## src/design/adcro_defs.svh

```systemverilog
// Constants for the converter start and serial readout block
`ifndef ADCRO_DEFS_SVH
`define ADCRO_DEFS_SVH

// ----------------------------------------
// Word and readout lengths
// ----------------------------------------
`define ADCRO_WORD_W 16
`define ADCRO_FIFO_DEPTH 16
`define ADCRO_EDGES_PLAIN 5'h10
`define ADCRO_EDGES_BUSY 5'h11

// ----------------------------------------
// Reset values
// ----------------------------------------
`define ADCRO_RST_OUT 1'b0
`define ADCRO_RST_OE_N 1'b1

// ----------------------------------------
// Conversion timing
// ----------------------------------------
`define ADCRO_CLK_MHZ 40
`define ADCRO_TCONV_MIN_NS 1500
`define ADCRO_TCONV_MAX_NS 3000
`define ADCRO_CONV_MIN_CYC (((`ADCRO_TCONV_MIN_NS * `ADCRO_CLK_MHZ) + 999) / 1000)
`define ADCRO_CONV_MAX_CYC ((`ADCRO_TCONV_MAX_NS * `ADCRO_CLK_MHZ) / 1000)

`endif

```

## src/design/adcro_pkg.sv

```systemverilog
// Types shared by the converter readout block
package adcro_pkg;

   typedef enum logic [1:0] {
      ST_ACQ = 2'b00,
      ST_CONV = 2'b01,
      ST_READ = 2'b10
   } adcro_state_t;

   typedef logic [15:0] adcro_word_t;

endpackage

```

## src/design/adcro_fifo_if.sv

```systemverilog
// Read side of the sample FIFO
`timescale 1ns/10ps
`default_nettype none

interface adcro_fifo_if #(parameter int WIDTH = 16);
   logic valid;
   logic ready;
   logic [WIDTH-1:0] data;
   modport src (output valid, output data, input ready);
   modport snk (input valid, input data, output ready);
endinterface

`default_nettype wire

```

## src/design/adcro_sync.sv

```systemverilog
// Two-stage synchroniser for pin inputs
`timescale 1ns/10ps
`default_nettype none

module adcro_sync #(parameter int WIDTH = 3)
(
   input wire logic clk,
   input wire logic rst,
   input wire logic [WIDTH-1:0] din,
   output logic [WIDTH-1:0] dout
);
   logic [WIDTH-1:0] meta_q;

   always_ff @(posedge clk or posedge rst)
   begin
      if (rst)
      begin
         meta_q <= '0;
         dout <= '0;
      end
      else
      begin
         meta_q <= din;
         dout <= meta_q;
      end
   end
endmodule // adcro_sync

`default_nettype wire

```

## src/design/adcro_fifo.sv

```systemverilog
// Sample word FIFO with valid and ready on both sides
`timescale 1ns/10ps
`default_nettype none

module adcro_fifo #(parameter int WIDTH = 16, parameter int DEPTH = 16)
(
   input wire logic clk,
   input wire logic rst,
   input wire logic wr_valid,
   output logic wr_ready,
   input wire logic [WIDTH-1:0] wr_data,
   adcro_fifo_if.src rd
);
   localparam int AW = $clog2(DEPTH);
   logic [WIDTH-1:0] mem [DEPTH];
   logic [AW:0] wp_q;
   logic [AW:0] rp_q;

   wire full = (wp_q[AW] != rp_q[AW]) && (wp_q[AW-1:0] == rp_q[AW-1:0]);
   wire empty = (wp_q == rp_q);
   wire push = wr_valid & ~full;
   wire pop = rd.ready & ~empty;

   assign wr_ready = ~full;
   assign rd.valid = ~empty;
   assign rd.data = mem[rp_q[AW-1:0]];

   always_ff @(posedge clk or posedge rst)
   begin
      if (rst)
      begin
         wp_q <= '0;
         rp_q <= '0;
      end
      else
      begin
         if (push) wp_q <= wp_q + 1'b1;
         if (pop) rp_q <= rp_q + 1'b1;
      end
   end

   always_ff @(posedge clk)
   begin
      if (push) mem[wp_q[AW-1:0]] <= wr_data;
   end
endmodule // adcro_fifo

`default_nettype wire

```

## src/design/adcro_top.sv

```systemverilog
// Conversion start, mode selection and serial readout of the converter
//
// Operation
// - Start edge with chain high: convert, float output
// - Select-mode conversion ignores later start edges
// - Busy enabled: output goes low at completion
// - Select busy: MSB first, float after 17 edges
// - Start and chain both low: output low except during select conversion or readout
// - Chain low presents MSB, float after 16
// - Chain low at start edge selects chain
// - Shift clock at start edge selects busy in chain mode
// - Chain mode always drives the output
// - Low output lets downstream pick chain mode
// - Chain no busy: MSB shown at completion
// - Falling shift edge shifts, loads chain bit
// - Chain tied to start selects chain mode
// - Busy passes on only when both done
// - Chain high selects select, low selects chain
// - Select busy if start or chain low
// - First edge does not pass busy bit
// - Start fall: shift high sleeps, low wakes
`include "adcro_defs.svh"
`timescale 1ns/10ps
`default_nettype none

module adcro_top
(
   input wire logic ref_clk,
   input wire logic sys_rst,
   input wire logic convert_start,
   input wire logic chain_input,
   input wire logic shift_clk,
   input wire adcro_pkg::adcro_word_t sample_data,
   input wire logic sample_valid,
   output logic sample_ready,
   output logic result_output,
   output logic result_oe_n,
   output logic powered_down
);
   import adcro_pkg::*;

   // ----------------------------------------
   // Pin synchronisers and edge detection
   // ----------------------------------------
   logic [2:0] pins_s;
   logic [2:0] pins_p_q;

   adcro_sync #(.WIDTH(3)) u_sync (
      .clk(ref_clk),
      .rst(sys_rst),
      .din({shift_clk, ~chain_input, convert_start}),
      .dout(pins_s)
   );

   always_ff @(posedge ref_clk or posedge sys_rst)
   begin
      if (sys_rst) pins_p_q <= 3'h0;
      else pins_p_q <= pins_s;
   end

   wire cnv_s = pins_s[0];
   // Chain pin kept inverted so reset matches its idle-high level
   wire chain_s = ~pins_s[1];
   wire sclk_s = pins_s[2];
   wire cnv_p = pins_p_q[0];
   wire chain_p = ~pins_p_q[1];
   wire sclk_p = pins_p_q[2];
   wire cnv_rise = cnv_s & ~cnv_p;
   wire cnv_fall = ~cnv_s & cnv_p;
   wire sclk_fall = ~sclk_s & sclk_p;
   wire both_low = ~cnv_s & ~chain_s;

   // ----------------------------------------
   // Sample FIFO
   // ----------------------------------------
   adcro_fifo_if #(.WIDTH(`ADCRO_WORD_W)) rd_if ();

   adcro_fifo #(.WIDTH(`ADCRO_WORD_W), .DEPTH(`ADCRO_FIFO_DEPTH)) u_fifo (
      .clk(ref_clk),
      .rst(sys_rst),
      .wr_valid(sample_valid),
      .wr_ready(sample_ready),
      .wr_data(sample_data),
      .rd(rd_if.src)
   );

   // ----------------------------------------
   // State
   // ----------------------------------------
   adcro_state_t state_q;
   logic [7:0] cnt_q;
   logic [4:0] edge_q;
   adcro_word_t shreg_q;
   logic chain_q;
   logic busy_en_q;
   logic busy_ph_q;
   logic drive_q;
   logic ind_q;
   logic sd_q;
   logic out_q;
   logic oe_n_q;

   localparam logic [7:0] CONV_LAST = 8'(`ADCRO_CONV_MAX_CYC - 1);

   // ----------------------------------------
   // Decodes
   // ----------------------------------------
   wire in_conv = (state_q == ST_CONV);
   wire in_read = (state_q == ST_READ);
   wire start = cnv_rise & ~sd_q & ~in_conv;
   wire pick_chain = ~chain_p;
   wire cnt_done = (cnt_q == CONV_LAST);
   wire conv_end = in_conv & cnt_done & rd_if.valid;
   wire sel_busy = ~cnv_s | ~chain_s;
   wire sel_open = in_read & ~chain_q & ~drive_q & sel_busy;
   wire shift_en = sclk_fall & in_read & (chain_q | drive_q);
   wire [4:0] edge_lim = busy_en_q ? `ADCRO_EDGES_BUSY : `ADCRO_EDGES_PLAIN;
   wire last_edge = shift_en & ~chain_q & (edge_q == edge_lim - 5'h01);
   wire sel_stop = last_edge | (cnv_rise & ~chain_q & in_read);
   wire ind_set = in_read & chain_q & busy_en_q & busy_ph_q & chain_s;
   wire shift_in = chain_q & chain_s;

   assign rd_if.ready = conv_end;

   wire [7:0] cnt_d = start ? 8'h00 : (in_conv & ~cnt_done) ? cnt_q + 8'h01 : cnt_q;
   wire [4:0] edge_d = (start | conv_end | sel_open) ? 5'h00 :
                       shift_en ? edge_q + 5'h01 : edge_q;
   wire adcro_state_t state_d = start ? ST_CONV :
                                conv_end ? ST_READ :
                                sel_stop ? ST_ACQ : state_q;

   // Busy bit is flushed by the first edge and not passed on
   wire adcro_word_t shreg_d = conv_end ? rd_if.data :
                               (shift_en & ~busy_ph_q) ? {shreg_q[14:0], shift_in} :
                               shreg_q;
   wire busy_ph_d = conv_end ? (chain_q ? busy_en_q : sel_busy) :
                    shift_en ? 1'b0 : busy_ph_q;
   wire busy_en_d = start ? (pick_chain & sclk_p) :
                    (conv_end & ~chain_q) ? sel_busy : busy_en_q;
   wire drive_d = (start | sel_stop) ? 1'b0 :
                  (conv_end & ~chain_q) ? sel_busy :
                  sel_open ? 1'b1 : drive_q;
   wire ind_d = (start | shift_en) ? 1'b0 : ind_set ? 1'b1 : ind_q;
   wire sd_d = cnv_fall ? sclk_p : sd_q;

   // ----------------------------------------
   // Output selection
   // ----------------------------------------
   wire chain_val = both_low ? 1'b0 :
                    ~in_read ? 1'b0 :
                    busy_ph_q ? ind_q : shreg_q[15];
   wire sel_val = (drive_q & ~busy_ph_q) ? shreg_q[15] : 1'b0;
   wire sel_drive = drive_q | (both_low & ~in_conv);
   wire out_d = chain_q ? chain_val : sel_val;
   wire oe_n_d = ~(chain_q | sel_drive);

   // ----------------------------------------
   // Registers
   // ----------------------------------------
   always_ff @(posedge ref_clk or posedge sys_rst)
   begin
      if (sys_rst)
      begin
         state_q <= ST_ACQ;
         cnt_q <= 8'h00;
         edge_q <= 5'h00;
         shreg_q <= 16'h0000;
      end
      else
      begin
         state_q <= state_d;
         cnt_q <= cnt_d;
         edge_q <= edge_d;
         shreg_q <= shreg_d;
      end
   end

   always_ff @(posedge ref_clk or posedge sys_rst)
   begin
      if (sys_rst)
      begin
         chain_q <= 1'b0;
         busy_en_q <= 1'b0;
         busy_ph_q <= 1'b0;
         drive_q <= 1'b0;
      end
      else
      begin
         if (start) chain_q <= pick_chain;
         busy_en_q <= busy_en_d;
         busy_ph_q <= busy_ph_d;
         drive_q <= drive_d;
      end
   end

   always_ff @(posedge ref_clk or posedge sys_rst)
   begin
      if (sys_rst)
      begin
         ind_q <= 1'b0;
         sd_q <= 1'b0;
         out_q <= `ADCRO_RST_OUT;
         oe_n_q <= `ADCRO_RST_OE_N;
      end
      else
      begin
         ind_q <= ind_d;
         sd_q <= sd_d;
         out_q <= out_d;
         oe_n_q <= oe_n_d;
      end
   end

   assign result_output = out_q;
   assign result_oe_n = oe_n_q;
   assign powered_down = sd_q;
endmodule // adcro_top

`default_nettype wire

```

## config.mk

```make
export PLATFORM = sky130hd
export DESIGN_NAME = adcro_top
export DESIGN_NICKNAME = d
export VERILOG_FILES = /design/src/design/adcro_pkg.sv /design/src/design/adcro_fifo_if.sv /design/src/design/adcro_sync.sv /design/src/design/adcro_fifo.sv /design/src/design/adcro_top.sv
export VERILOG_INCLUDE_DIRS = /design/src /design/src/design
export SDC_FILE = /design/constraint.sdc
export NUM_CORES = 1
export LEC_CHECK = 0
export ABC_AREA = 1
export BUFFER_PORTS_ARGS = -buffer_cell sky130_fd_sc_hd__buf_2
export CAP_MARGIN = 20
export CORE_MARGIN = 1
export CORE_UTILIZATION = 63
export CTS_CLUSTER_SIZE = 12
export DETAILED_ROUTE_END_ITERATION = 12
export PLACE_DENSITY_LB_ADDON = 0.2
export SETUP_SLACK_MARGIN = 0.02
export SKIP_CTS_REPAIR_TIMING = 1
export SYNTH_ARGS = -nofsm -noshare
export SYNTH_HDL_FRONTEND = slang
export SYNTH_HIERARCHICAL = 1
export SYNTH_SLANG_ARGS = --single-unit
```

## constraint.sdc

```tcl
create_clock -name ref_clk -period 3.2 [get_ports ref_clk]
set_input_delay 0.16 -clock ref_clk [delete_from_list [all_inputs] [get_ports ref_clk]]
set_output_delay 0.16 -clock ref_clk [all_outputs]
set_load 0.01 [all_outputs]
```

==> results.cfg <==
[routing]
drtPass1Iterations = 8
ant_nets = 0
drcViolationCount = 0
drt-wirelength-per-cell_um = 19.3
drtIter0Drc = 823
vias = 9780
vias_per_cell = 5.80
drt-total-wl_um = 32500

[clocking]
clock-sinks = 314
cts_tree = yes
clock_path_buffers = 3
clkTransAtPathRegs_ns = 0.06
cts_root_buf = clkbuf_16
cts_buffers = 35
htree_num_levels = 2
clk_latency_ns = 0.53

[critical_path]
path_max_fanout = 19
cp_cell_sequence = nand2_1, nand2_1, nor2_1, nand3_4, nand2_4, nor2_1, buf_4
path_class = flop to flop
arrival_ns = 2.50
crit_path_top_delay_cell = dfrtp_1
critPathLaunchType = flop
end_kind = flop
slowest_delay_ns = 0.74
critPathRequiredTime_ns = 3.42

[sta]
timing.final.hold_violations = 0
slew_headroom_pct = 47.7
timing.hold.ws_ns = 0.0243
clock_skew_ns = 0.0164
rsz0062_at_grt = false
slew_viol_final = 0
worst_slack_ns = 0.917
fin_crit_sh_pct = 71.4
tightest_slew_ns = 0.784
setup_violations = 0
fmax_ghz = 0.438
fin_setup_tns_ns = 0
fin_crit_ns = 2.28

[logic_synthesis]
syn_area_sq_um = 13600
synth.ff_latch_count = 314
synth_fp_nets = 1369
syn_inst = 1340
avgSynthCellArea_sq_um = 10.2
synth_cell_types = 34
yosysSeqAreaShare_pct = 67.1
yosysWarnings = 6

[placed_design]
place_congestion = 0.865
portBuffers = 25
dpl_cell_area_sq_um = 14200
preCtsSetupSlack_ns = 0.948
hpwl_um = 19100

[global_route]
antenna_found_initial = 2
grt_pass1_vias = 9370
grt_pass1_wl_um = 50400
grt_max_degree = 131
track_usage_pct = 30.3
grt_overflow = 0

[die]
die_w_um = 149
dieArea_sq_um = 22200
die_h_um = 149
initial_utilization_pct = 64.6
core_sq_um = 21100
rows = 53
io-pin-count = 26

[outcome]
status = finished, final reports clean

[layout]
drive_gt1_share_pct = 10.4
n_fill_cell = 1449
final_area_sq_um = 15300
nets = 1416
area_growth_pct = 12.1

[pwr]
p_total_w = 0.00977
power_density_nw_per_um2 = 639
p_leak_nw = 6.33
ir_drop_mv = 0.586

[hold_path]
worstHoldPathType = primary input to flop

[job]
maxCapViolCount = 0
[power by group]
group | internal, W | switching, W
clock | 0.00212 | 0.00155
sequential | 0.00479 | 0.000164
combinational | 0.000328 | 0.000824
[cell usage in the layout (no fill, tap or decap), types with 2 or more instances in the layout]
cell / count
a21oi_1: 5
buf_12: 3
buf_2: 25
buf_4: 39
clkbuf_1: 10
clkbuf_16: 36
clkbuf_8: 2
clkinv_1: 7
clkinv_2: 4
clkinv_8: 2
dfrtp_1: 55
dlygate4sd3_1: 5
edfxtp_1: 256
ha_1: 7
inv_1: 71
inv_2: 7
nand2_1: 380
nand2_2: 3
nand2_4: 2
nand3_1: 98
nand3_2: 2
nand3_4: 2
nand4_1: 24
nor2_1: 212
nor2_2: 12
nor2_4: 3
nor3_1: 2
o21ai_0: 109
o21ai_1: 8
o21bai_1: 2
xor2_1: 6
[path summary, 6_finish.rpt]
| path | start | to | slack [ns] | depth (start not counted) |
|---|---|---|---|---|
| worst max-delay path | u_fifo/rp_q[2]$_DFFE_PP0P_ | u_fifo/mem[2][10]$_DFFE_PP_ | 0.92 | 7 |
| worst min-delay path | sample_data[8] | u_fifo/mem[12][8]$_DFFE_PP_ | 0.02 | 1 |
| worst max register to register | u_fifo/rp_q[2]$_DFFE_PP0P_ | u_fifo/mem[2][10]$_DFFE_PP_ | 0.92 | 7 |
| worst min register to register | u_sync/meta_q[1]$_DFF_PP0_ | u_sync/dout[1]$_DFF_PP0_ | 0.35 | 0 |
| max in group asynchronous | sys_rst | shreg_q[1]$_DFFE_PP0P_ | 2.38 | 4 |
| min in group asynchronous | sys_rst | u_sync/meta_q[1]$_DFF_PP0_ | 0.14 | 3 |
[flip-flops by register name, indices dropped and copies added (netlist names), 2 cells and up]
register and count:
u_sync/dout 3, shreg_q 16, u_sync/meta_q 3, state_q 2, u_fifo/wp_q 5, pins_p_q 3, cnt_q 8, u_fifo/mem 256
edge_q 5, u_fifo/rp_q 5
[Yosys cell counts, drive strengths merged]
library cell	instances	share of area (%)
xor2	6	0.39
nand3	102	4.0
ha	7	0.64
nand4	24	1.1
nor3	2	0.073
xnor2	1	0.064
o21bai	2	0.11
edfxtp	256	56
a22oi	1	0.055
nand3b	1	0.055
nand2	385	11
a21oi	5	0.18
a31oi	1	0.046
inv	80	2.2
a41oi	1	0.064
buf	45	1.7
dfstp	1	0.19
dfrtp	57	10
o21ai	117	4.3
a311oi	1	0.064
clkbuf	17	0.47
nor2	228	6.6
[final cells by class]
cell class	instances	area, sq um	area share [%]
tap	275	344	2.25
antenna	1	2.50	0.0164
clock inverter	12	78.8	0.516
sequential	314	9150	59.9
timing repair buffer	72	528	3.46
inverter	80	302	1.97
multi-input combinational	884	3910	25.6
clock buffer	48	966	6.32
[layer usage]
layer / share of wire [%] / GRT usage, % / up-vias
met4: 3.6 / 11.9 / 0
li1: - / - / 4573
met1: 39 / 40.4 / 4672
met3: 8.4 / 5.87 / 87
met5: 0 / 0 / -
met2: 49 / 49.6 / 448
[critical path: cells and delay by family, from the launching register on]
family,cells,cell delay [ns]
buffers and inverters,1,0.26
and+or+nand+nor,6,0.98
DFF,1,0.74
[logic make-up after synthesis]
logic type | count (synthesis) | synth area share [%]
and+or+nand+nor | 742 | 22.6
DFF | 314 | 67.1
buffers and inverters | 142 | 4.39
AOI/OAI and AO/OA | 128 | 4.82
xor gates and xnor gates | 7 | 0.450
adders and majority gates | 7 | 0.643
[per-stage QoR]
step / util (%) / instances
after global routing: 72.4 / 1686
after detailed placement: 67.2 / 1620
after floorplan: - / 1340
after global placement: 67.2 / 1620
final: 72.4 / 1686
after CTS: 72.2 / 1680
Note: power is estimated with default switching activity, not from simulation.
